`src/inc/telemetry_word_pkg.sv`:
```
// Purpose: Shared constants for the telemetry word port.
// Assumes: Single 200 MHz clock, synchronous active-low reset.
// Notes: Word layout is data, tag, mode, then odd parity on top.
package telemetry_word_pkg;

  // ----------------------------------------------------------------
  // Word layout
  // ----------------------------------------------------------------
  localparam int DATA_W = 26;
  localparam int TAG_W = 8;
  localparam int MODE_W = 6;
  localparam int WORD_W = DATA_W + TAG_W + MODE_W;
  localparam int DATA_LSB = 0;
  localparam int TAG_LSB = DATA_LSB + DATA_W;
  localparam int MODE_LSB = TAG_LSB + TAG_W;
  localparam int TAG_SRC_BIT = 2;
  localparam int FRAME_W = WORD_W + 1;

  // ----------------------------------------------------------------
  // Acquisition fetch
  // ----------------------------------------------------------------
  localparam int FETCH_ADDR_W = 12;
  localparam int FETCH_DATA_W = 10;
  localparam int WAIT_W = 16;
  localparam logic [WAIT_W-1:0] FETCH_WAIT_DEFAULT = 16'h0400;

  // ----------------------------------------------------------------
  // Reset values
  // ----------------------------------------------------------------
  localparam logic [FRAME_W-1:0] FRAME_RESET = {1'b1, {WORD_W{1'b0}}};
  localparam logic [FETCH_ADDR_W-1:0] ADDR_RESET = 12'h000;
  localparam logic [FETCH_DATA_W-1:0] FDATA_RESET = 10'h000;

  typedef enum logic [1:0] {
    FETCH_IDLE = 2'b00,
    FETCH_REQ = 2'b01,
    FETCH_WAIT = 2'b10
  } fetch_state_e;

endpackage

```
`src/design/telemetry_word_port.sv`:
```
// Purpose: Telemetry word output with computer-word preemption, plus acquisition fetch.
// Assumes: Strobe, fetch-done and returned data come from pins; words come from local logic.
// Notes: The displaced multiplexer word is parked and offered again after the computer word.
`timescale 1ns/1ps
module telemetry_word_port
  import telemetry_word_pkg::*;
(
  // Clock and reset
  input wire logic ref_clk,
  input wire logic rst_n,
  // Multiplexer word source
  input wire logic [DATA_W-1:0] mux_data,
  input wire logic [TAG_W-1:0] mux_tag,
  input wire logic [MODE_W-1:0] mux_mode,
  input wire logic mux_valid,
  output logic mux_ready,
  // Flight computer transfer
  input wire logic [DATA_W-1:0] cpu_data,
  input wire logic [TAG_W-1:0] cpu_tag,
  input wire logic [MODE_W-1:0] cpu_mode,
  input wire logic cpu_valid,
  output logic cpu_ready,
  // Telemetry pins
  input wire logic read_strobe,
  output logic [FRAME_W-1:0] tlm_word,
  output logic tlm_is_cpu,
  // Fetch command side
  input wire logic fetch_start,
  input wire logic [FETCH_ADDR_W-1:0] fetch_addr_in,
  input wire logic [WAIT_W-1:0] fetch_wait,
  output logic fetch_busy,
  output logic fetch_ok,
  output logic fetch_timeout,
  output logic [FETCH_DATA_W-1:0] fetch_result,
  // Acquisition unit pins
  output logic fetch_req,
  output logic [FETCH_ADDR_W-1:0] fetch_addr,
  input wire logic fetch_done,
  input wire logic [FETCH_DATA_W-1:0] fetch_data
);

  // ----------------------------------------------------------------
  // Pin synchronisers
  // ----------------------------------------------------------------
  logic strobe_s;
  logic done_s;
  logic strobe_d_reg;
  logic [FETCH_DATA_W-1:0] fdata_s;

  sync2 u_sync_strobe (.ref_clk(ref_clk), .rst_n(rst_n), .d(read_strobe), .q(strobe_s));
  sync2 u_sync_done (.ref_clk(ref_clk), .rst_n(rst_n), .d(fetch_done), .q(done_s));

  // The data bits are held stable by the unit while fetch-done is up, so per-bit sync is safe.
  genvar gi;
  generate
    for (gi = 0; gi < FETCH_DATA_W; gi++) begin : g_fdata
      sync2 u_sync_fd (.ref_clk(ref_clk), .rst_n(rst_n), .d(fetch_data[gi]), .q(fdata_s[gi]));
    end
  endgenerate

  // ----------------------------------------------------------------
  // Telemetry word path
  // ----------------------------------------------------------------
  logic [WORD_W-1:0] park_reg;
  logic [WORD_W-1:0] park_next;
  logic park_valid_reg;
  logic park_valid_next;
  logic [FRAME_W-1:0] tlm_word_next;
  logic tlm_is_cpu_next;
  logic word_valid_reg;
  logic word_valid_next;
  logic strobe_rise;
  logic [WORD_W-1:0] mux_word;
  logic [WORD_W-1:0] cpu_word;
  logic mux_ready_next;
  logic cpu_ready_next;
  logic strobe_d_next;

  function automatic logic [FRAME_W-1:0] frame(input logic [WORD_W-1:0] w);
    frame = {~(^w), w};
  endfunction

  always_comb begin
    mux_word = {mux_mode, mux_tag, mux_data};
    mux_word[TAG_LSB+TAG_SRC_BIT] = 1'b0;
    cpu_word = {cpu_mode, cpu_tag, cpu_data};
    cpu_word[TAG_LSB+TAG_SRC_BIT] = 1'b1;
    strobe_d_next = strobe_s;
    strobe_rise = strobe_s & ~strobe_d_reg;
    tlm_word_next = tlm_word;
    tlm_is_cpu_next = tlm_is_cpu;
    word_valid_next = word_valid_reg;
    park_next = park_reg;
    park_valid_next = park_valid_reg;
    mux_ready_next = 1'b0;
    cpu_ready_next = 1'b0;
    if (strobe_rise) begin
      word_valid_next = 1'b0;
    end
    if (cpu_valid && !cpu_ready && !(tlm_is_cpu && word_valid_reg && !strobe_rise)) begin
      // A pending, unread multiplexer word is parked so it is not lost.
      if (word_valid_reg && !strobe_rise && !tlm_is_cpu) begin
        park_next = tlm_word[WORD_W-1:0];
        park_valid_next = 1'b1;
      end
      tlm_word_next = frame(cpu_word);
      tlm_is_cpu_next = 1'b1;
      word_valid_next = 1'b1;
      cpu_ready_next = 1'b1;
    end else if (!word_valid_next) begin
      if (park_valid_reg) begin
        tlm_word_next = frame(park_reg);
        tlm_is_cpu_next = 1'b0;
        word_valid_next = 1'b1;
        park_valid_next = 1'b0;
      end else if (mux_valid && !mux_ready) begin
        tlm_word_next = frame(mux_word);
        tlm_is_cpu_next = 1'b0;
        word_valid_next = 1'b1;
        mux_ready_next = 1'b1;
      end
    end
  end

  always_ff @(posedge ref_clk) begin
    if (!rst_n) begin
      strobe_d_reg <= 1'b0;
      tlm_word <= FRAME_RESET;
      tlm_is_cpu <= 1'b0;
      word_valid_reg <= 1'b0;
      park_reg <= '0;
      park_valid_reg <= 1'b0;
      mux_ready <= 1'b0;
      cpu_ready <= 1'b0;
    end else begin
      strobe_d_reg <= strobe_d_next;
      tlm_word <= tlm_word_next;
      tlm_is_cpu <= tlm_is_cpu_next;
      word_valid_reg <= word_valid_next;
      park_reg <= park_next;
      park_valid_reg <= park_valid_next;
      mux_ready <= mux_ready_next;
      cpu_ready <= cpu_ready_next;
    end
  end

  // ----------------------------------------------------------------
  // Acquisition fetch
  // ----------------------------------------------------------------
  fetch_state_e state_reg;
  fetch_state_e state_next;
  logic [WAIT_W-1:0] wait_reg;
  logic [WAIT_W-1:0] wait_next;
  logic fetch_req_next;
  logic [FETCH_ADDR_W-1:0] fetch_addr_next;
  logic fetch_busy_next;
  logic fetch_ok_next;
  logic fetch_timeout_next;
  logic [FETCH_DATA_W-1:0] fetch_result_next;

  always_comb begin
    state_next = state_reg;
    wait_next = wait_reg;
    fetch_req_next = 1'b0;
    fetch_addr_next = fetch_addr;
    fetch_busy_next = fetch_busy;
    fetch_ok_next = 1'b0;
    fetch_timeout_next = 1'b0;
    fetch_result_next = fetch_result;
    case (state_reg)
      FETCH_IDLE: begin
        if (fetch_start) begin
          fetch_addr_next = fetch_addr_in;
          fetch_req_next = 1'b1;
          fetch_busy_next = 1'b1;
          wait_next = (fetch_wait == '0) ? FETCH_WAIT_DEFAULT : fetch_wait;
          state_next = FETCH_REQ;
        end
      end
      FETCH_REQ: begin
        // Done may still be high from the last fetch; wait for it to drop first.
        // The wait budget runs here too, so a unit stuck at done cannot hang the port.
        if (wait_reg == '0) begin
          fetch_timeout_next = 1'b1;
          fetch_busy_next = 1'b0;
          state_next = FETCH_IDLE;
        end else begin
          wait_next = wait_reg - 1'b1;
          if (!done_s) begin
            state_next = FETCH_WAIT;
          end
        end
      end
      FETCH_WAIT: begin
        if (done_s) begin
          fetch_result_next = fdata_s;
          fetch_ok_next = 1'b1;
          fetch_busy_next = 1'b0;
          state_next = FETCH_IDLE;
        end else if (wait_reg == '0) begin
          fetch_timeout_next = 1'b1;
          fetch_busy_next = 1'b0;
          state_next = FETCH_IDLE;
        end else begin
          wait_next = wait_reg - 1'b1;
        end
      end
      default: begin
        state_next = FETCH_IDLE;
        fetch_busy_next = 1'b0;
      end
    endcase
  end

  always_ff @(posedge ref_clk) begin
    if (!rst_n) begin
      state_reg <= FETCH_IDLE;
      wait_reg <= '0;
      fetch_req <= 1'b0;
      fetch_addr <= ADDR_RESET;
      fetch_busy <= 1'b0;
      fetch_ok <= 1'b0;
      fetch_timeout <= 1'b0;
      fetch_result <= FDATA_RESET;
    end else begin
      state_reg <= state_next;
      wait_reg <= wait_next;
      fetch_req <= fetch_req_next;
      fetch_addr <= fetch_addr_next;
      fetch_busy <= fetch_busy_next;
      fetch_ok <= fetch_ok_next;
      fetch_timeout <= fetch_timeout_next;
      fetch_result <= fetch_result_next;
    end
  end

endmodule // telemetry_word_port

```
`src/design/sync2.sv`:
```
// Purpose: Two-flop synchroniser for a single pin level.
// Assumes: Input is asynchronous to ref_clk.
// Notes: The first stage feeds only the second stage.
`timescale 1ns/1ps
module sync2 (
  // Clock and reset
  input wire logic ref_clk,
  input wire logic rst_n,
  // Level
  input wire logic d,
  output logic q
);

  logic meta_reg;
  logic meta_next;
  logic q_next;

  always_comb begin
    meta_next = d;
    q_next = meta_reg;
  end

  always_ff @(posedge ref_clk) begin
    if (!rst_n) begin
      meta_reg <= 1'b0;
      q <= 1'b0;
    end else begin
      meta_reg <= meta_next;
      q <= q_next;
    end
  end

endmodule // sync2

```
`config.mk`:
```
export PLATFORM = sky130hd
export DESIGN_NAME = telemetry_word_port
export DESIGN_NICKNAME = d
export VERILOG_FILES = /design/src/inc/telemetry_word_pkg.sv /design/src/design/telemetry_word_port.sv /design/src/design/sync2.sv
export SDC_FILE = /design/constraint.sdc
export NUM_CORES = 1
export LEC_CHECK = 0
export BUFFER_PORTS_ARGS = -buffer_cell sky130_fd_sc_hd__buf_2
export CORE_AREA = 2 2 143 145
export CTS_CLUSTER_DIAMETER = 100
export DETAILED_ROUTE_END_ITERATION = 10
export DIE_AREA = 0 0 145 147
export SLEW_MARGIN = 20
export SYNTH_ARGS = -nofsm -noshare
export SYNTH_HDL_FRONTEND = slang
export SYNTH_HIERARCHICAL = 1
export SYNTH_SLANG_ARGS = --single-unit
```
`constraint.sdc`:
```
create_clock -name ref_clk -period 3.38 [get_ports ref_clk]
set_input_delay 0.338 -clock ref_clk [delete_from_list [all_inputs] [get_ports ref_clk]]
set_output_delay 0.338 -clock ref_clk [all_outputs]
set_load 0.05 [all_outputs]
```
* Yosys cells after proc, flatten, opt, wreduce, memory -nomap -nowiden *
Index checks and enable logic that the tools add are counted.

cells by class
  equality and inequality tests = 8
  add/subtract/negate cells = 1
  $lt $le $gt $ge = 0
  bitwise logic cells = 6
  shift operators = 0
  reduce and logical (&&, ||, !) cells = 30
  mux-type cells = 37
  div/mod/pow operators = 0
  multipliers = 0

operators by type and width
  cell                                                                     number
  41-bit two-way mux                                                       4
  40-bit XOR reduction                                                     3
  16-bit two-way mux                                                       4
  16-bit one-hot mux with 3 select lines                                   1
  16-bit zero test                                                         2
  1-bit two-way mux                                                        20
  16-bit by 1-bit subtractor with 16-bit output, second input constant     1
  2-bit AND reduction                                                      7
  2-bit two-way mux                                                        5
  1-bit logical AND                                                        7
  2-bit inequality test, second input constant                             3
  2-bit one-hot mux with 3 select lines                                    1
  3-bit AND reduction                                                      2
  3-bit nonzero test                                                       2
  1-bit zero test                                                          5
  1-bit NOT                                                                5
  4-bit OR reduction                                                       1
  3-bit by 2-bit inequality test with 1-bit output, second input constant  1
  3-bit inequality test, second input constant                             1
  1-bit one-hot mux with 3 select lines                                    1
  2-bit by 1-bit equality test with 1-bit output, second input constant    1
  2-bit equality test, second input constant                               1
  2-bit zero test                                                          1
  2-bit by 1-bit inequality test with 1-bit output, second input constant  1
  2 further kinds                                                          2

storage, ports and cells
  memories = 0
  memory bits (writable) = 0
  bits of input ports = 125
  latch bits = 0
  output and inout port bits = 70
  ROM bits = 0
  logic and storage cells = 122
  flip-flop bits (word level) = 155

* Logic depth before layout (Yosys ltp) *
  depth after elaboration = 8
  depth in mapped cells = 11
  depth with buffers taken out = 8

* Modules after synthesis *
Netlist, hierarchy kept.

by module, submodules not included
  module               times used  cells an instance  seq. area each (sq um)  area an instance (sq um)
  telemetry_word_port  1           863                2622.5                  7194.4
  sync2                12          4                  40.0                    52.6

* Least setup slack after synthesis *
Ideal clock, no wire load.

  path kind = register to register
  start = register state_reg[0]
  end = register wait_reg[14]
  library setup time = 0.115 ns
  buffers on the path = 1
  cell stages (with the launch flop) = 10
  clock period less this slack = 1.874 ns
  slack = 1.506 ns
  data required time = 3.265 ns
  arrival = 1.759 ns
  cells stage by stage = dfxtp_1 inv_1 ha_1 and2_1 or3_1 a21o_1 buf_6 o21ai_0 o21ai_0 and2_1

between the ends
  cells in the longest elaborated chain, start to end = 3
  elaborated cells between the ends (all ways) = 8
  those cells by class = eq/ne: 4; mux: 1; reduce/logical: 3

ends and longest elaborated chain
  element                                                                line                        RTL
  start: declaration                                                     telemetry_word_port.sv:150  fetch_state_e state_reg;
  start signal: assignment                                               telemetry_word_port.sv:226  state_reg <= state_next;
  2-bit equality test (tied with other cells)                            telemetry_word_port.sv:170  case (state_reg)
  2-bit inequality test (no line) or 3-bit nonzero test (tied branches)  n/a
  3-bit AND reduction (no line)                                          n/a
  end signal: assignment                                                 telemetry_word_port.sv:227  wait_reg <= wait_next;
  end: declaration                                                       telemetry_word_port.sv:152  logic [WAIT_W-1:0] wait_reg;

Parallel ways exist; a longest one is shown, timed or not.
A chain may end at the register's enable or synchronous reset.

* Worst setup path in the final report *
  start = register state_reg[0]
  end = register wait_reg[7]

Same word-level chain as after synthesis.

==> summary.txt <==
Critical path
  – Flop-to-flop setup slack: 0.98 ns
  – Critical path class: register to register
  – Crit end category: register
  – RR Endpoint: wait_reg[7]
  – Slowest-stage cell, CP: or3_1
  – Data required, critical path: roughly 3.7 ns
  – Worst R2R Path Depth: 9
  – Ordered cell list for the critical path: inv_1 > ha_1 > and2_1 > or3_1 > a21oi_1 > buf_4 > o21ai_0 > a22oi_1 > nor2b_1
  – Worst EP arrival: around 2.7 ns
  – Critical Path Start Type: register
  – Crit path largest cell delay: between 0.4 and 0.5 ns
  – RR Startpoint: state_reg[0]
  – Max FO, Critical Path: 11
  – Setup crit start: state_reg[0]
  – Worst Setup EP: wait_reg[7]

Placement
  – RePlAce Congestion: ~0.82
  – Placed cell areas: ~0.009 mm2
  – Post-DP HPWL: 13970 um
  – Inst Count DP: around 1300
  – IO Port Bufs: approximately 190

Drt
  – Post-Route WL: between 20000 and 25000 um
  – WL/cell: about 15 um
  – Pre-antenna DRT Iters: 4
  – Drt drc: 0
  – Post-DRT Antenna Nets: 0
  – Via count: ~6600
  – Initial DRC count: 290
  – Vias/cell: 4.869

Timing
  – Least-Margin Pin Slew: between 0.8 and 0.9 ns
  – Fin. max-slew vios: 0
  – Clk_skew: 0.01214 ns
  – Period utilization: a little under three quarters
  – Final worst path period need: roughly 2.4 ns
  – F_max: around 420 MHz
  – Worst relative slew slack: between 40% and 50%
  – RSZ-0062 raised after global routing: no
  – Final hold slack: approximately 0.12 ns
  – Final setup vio count: 0
  – Fin Setup TNS: 0 ns
  – Final hold violation count: 0

Clocking
  – # H-tree levels: 4
  – Hold_buf cts: 0
  – Clock Latency Late Sink: ~0.43 ns
  – Post-CTS sizing: 0
  – Total CTS buffers: 17
  – Root Driver: clkbuf_16
  – Clock-pin slew on the worst setup and hold paths: around 0.060 ns
  – CTS Buffer Depth: 2
  – Post-CTS Setup Bufs: 0
  – CTS Sinks: approximately 160
  – CTS tree: built

Die
  – I/O pin cnt: roughly 200
  – Initial Util: between 30 and 40%
  – # rows: 52
  – Die Height: ~150 um
  – Core area: 0.01984 mm2
  – Die area: ~0.021 mm2
  – DIE WIDTH: ~150 um

Yosys
  – Register area share after synthesis: 39.65%
  – Yosys cell types: between 50 and 60
  – Synth async-reset ratio: 0%
  – YS warnings: 6
  – Main synth FF type: dfxtp_1
  – Avg Inst Size Synth: about 8.6 um2
  – Net Count, Synth: ~1000
  – Post-synthesis cell count: ~900
  – Post-synth EDFFs: 0
  – Yosys reg bits: 155
  – Post-Syn Area: roughly 0.0078 mm2

Layout
  – Finished Cell Area: about 0.0096 mm2
  – Area grow syn2layout: 22.34%
  – # fillers: approximately 2000
  – Final #Nets: between 1000 and 1500
  – Max FFs per register: roughly 40
  – Layout cells sized above 1: between 20% and 30%
  – Post-Layout Cell Count: 1363

Pwr
  – Leak: about 3.7 nW
  – VDD IR max: 378.5 uV
  – PwrDens: 574.9 mW/mm2

Global routing
  – Number of global-route vias before repair: approximately 6300
  – Total track usage: around a fifth
  – Largest net degree at the start of global routing: 90
  – Grt total ovfl: 0
  – First-pass GRT wire length: about 32000 um
  – Initial antenna violation count: 4

Flow run
  – Max Cap Violations: 0

Run status
  – Status: finished, final reports clean

Hold path
  – Worst Hold Class: primary input to register
cells in the mapped netlist (all sizes together) (2+ instances only):
library cell    n  area, um2
nand2b          3      18.77
o31a            2      17.52
nor4            4      40.04
o221a           2      22.52
o22ai           3      18.77
xor2           15      131.4
and4b           2      20.02
a211oi         39      292.8
clkbuf         46      176.4
and3            3      18.77
ha              6      75.07
or3             5      36.28
nand2         147      551.8
a22oi           4      30.03
nor2b          51      319.1
nor2           56      210.2
inv             7      26.28
and2           32      200.2
dfxtp         155       3103
xnor3           3      67.56
a21boi         64      480.5
o211ai          2      15.01
nand3           2      15.01
a21oi          60      304.0
xnor2          94      830.8
o2bb2ai         2      17.52
nor3           13      70.07
a41oi           3      26.28
o21ai          19      95.09
buf            12      72.57
mux2i          40      400.4
a31oi           3      18.77
final cells by class:
type / count / area [um2] / area share [%]
inverters: 7 / 26.28 / 0.2745
repair buffers: 203 / 1059 / 11.06
diodes: 5 / 12.51 / 0.1307
well taps: 270 / 337.8 / 3.529
flip-flops and latches: 155 / 3104 / 32.43
multi-input cells: 691 / 4471 / 46.70
clock inverters: 11 / 112.6 / 1.176
clock buffers: 21 / 450.4 / 4.705
power by group:
part / switching (mW) / total [mW] / internal (mW)
logic: 0.940 / 1.57 / 0.632
registers: 0.117 / 2.09 / 1.97
clock network: 0.800 / 1.84 / 1.04
total: 1.86 / 5.50 / 3.65
per-stage QoR:
step | power, mW | setup slack, ns | util [%]
finish | 5.503 | 0.9833 | 48.24
global route | 5.799 | 0.7453 | 48.20
CTS | 5.570 | 0.9673 | 48.18
detailed placement | 3.703 | 0.9696 | 45.34
global placement | 3.688 | 1.002 | 45.34
floorplan | 3.321 | 1.506 | -
layout by cell type (no fill, tap or decap), types with 3 or more instances in the layout:
master | synthesis | layout
nor2_1 | 56 | 55
and3_1 | 3 | 3
diode_2 | 0 | 5
inv_1 | 7 | 7
buf_4 | 1 | 11
nor4_1 | 3 | 3
o21ai_0 | 18 | 18
nor2b_1 | 51 | 51
a21oi_1 | 59 | 58
and2_1 | 32 | 32
mux2i_1 | 40 | 40
or3_1 | 4 | 4
a211oi_1 | 39 | 39
ha_1 | 6 | 6
o22ai_1 | 3 | 3
dfxtp_1 | 155 | 154
clkbuf_16 | 0 | 17
a41oi_1 | 3 | 3
clkbuf_1 | 45 | 3
clkinv_4 | 0 | 3
a21boi_0 | 63 | 63
nand2b_1 | 3 | 3
nor3_1 | 12 | 11
xor2_1 | 15 | 15
buf_2 | 4 | 191
a31oi_1 | 3 | 3
xnor3_1 | 3 | 3
clkinvlp_4 | 0 | 4
a22oi_1 | 4 | 4
nand2_1 | 147 | 147
inv_6 | 0 | 3
xnor2_1 | 93 | 93
how the worst min path moves through the flow:
| stage | depth (start not counted) | from | slack [ns] | end |
|---|---|---|---|---|
| 2_1_floorplan | 1 | g_fdata[0].u_sync_fd/meta_reg | 0.41 | g_fdata[0].u_sync_fd/q |
| 3_3_place_gp | 1 | g_fdata[2].u_sync_fd/meta_reg | 0.41 | g_fdata[2].u_sync_fd/q |
| 3_5_place_dp | 1 | g_fdata[8].u_sync_fd/meta_reg | 0.41 | g_fdata[8].u_sync_fd/q |
| 4_1_cts | 2 | fetch_data[2] | 0.09 | g_fdata[2].u_sync_fd/meta_reg |
| 5_1_grt | 2 | fetch_data[8] | 0.1 | g_fdata[8].u_sync_fd/meta_reg |
| 6_report | 2 | fetch_data[2] | 0.12 | g_fdata[2].u_sync_fd/meta_reg |
metal layers:
metal	up-vias	global-route usage, %	share of wire [%]
li1	3426	-	-
met1	3029	24.09	46
met2	157	31.21	46
met3	25	5.901	6.1
met4	0	5.842	1.7
met5	-	0	0
kinds of logic (layout without fill, tap and decap cells):
| group | Yosys count | count (layout) | share of synthesized area [%] |
|---|---|---|---|
| flops | 155 | 155 | 39.65 |
| xor+xnor | 112 | 112 | 13.16 |
| simple gates | 323 | 323 | 19.67 |
| fa+ha+maj | 6 | 6 | 0.9594 |
| compound gates | 210 | 210 | 17.92 |
| other cells | 0 | 5 | 0 |
| mux | 40 | 40 | 5.117 |
| buf+inv | 65 | 242 | 3.518 |
critical path: cells and delay by family, from the launching register on:
family                   cells  cell delay, ns
flip-flops                   1            0.36
AO/OA/AOI/OAI                3            0.60
adder cells (fa/ha/maj)      1            0.24
buffers and inverters        2            0.32
AND/OR/NAND/NOR              3            0.76
Power figures use the tool's default switching activity.
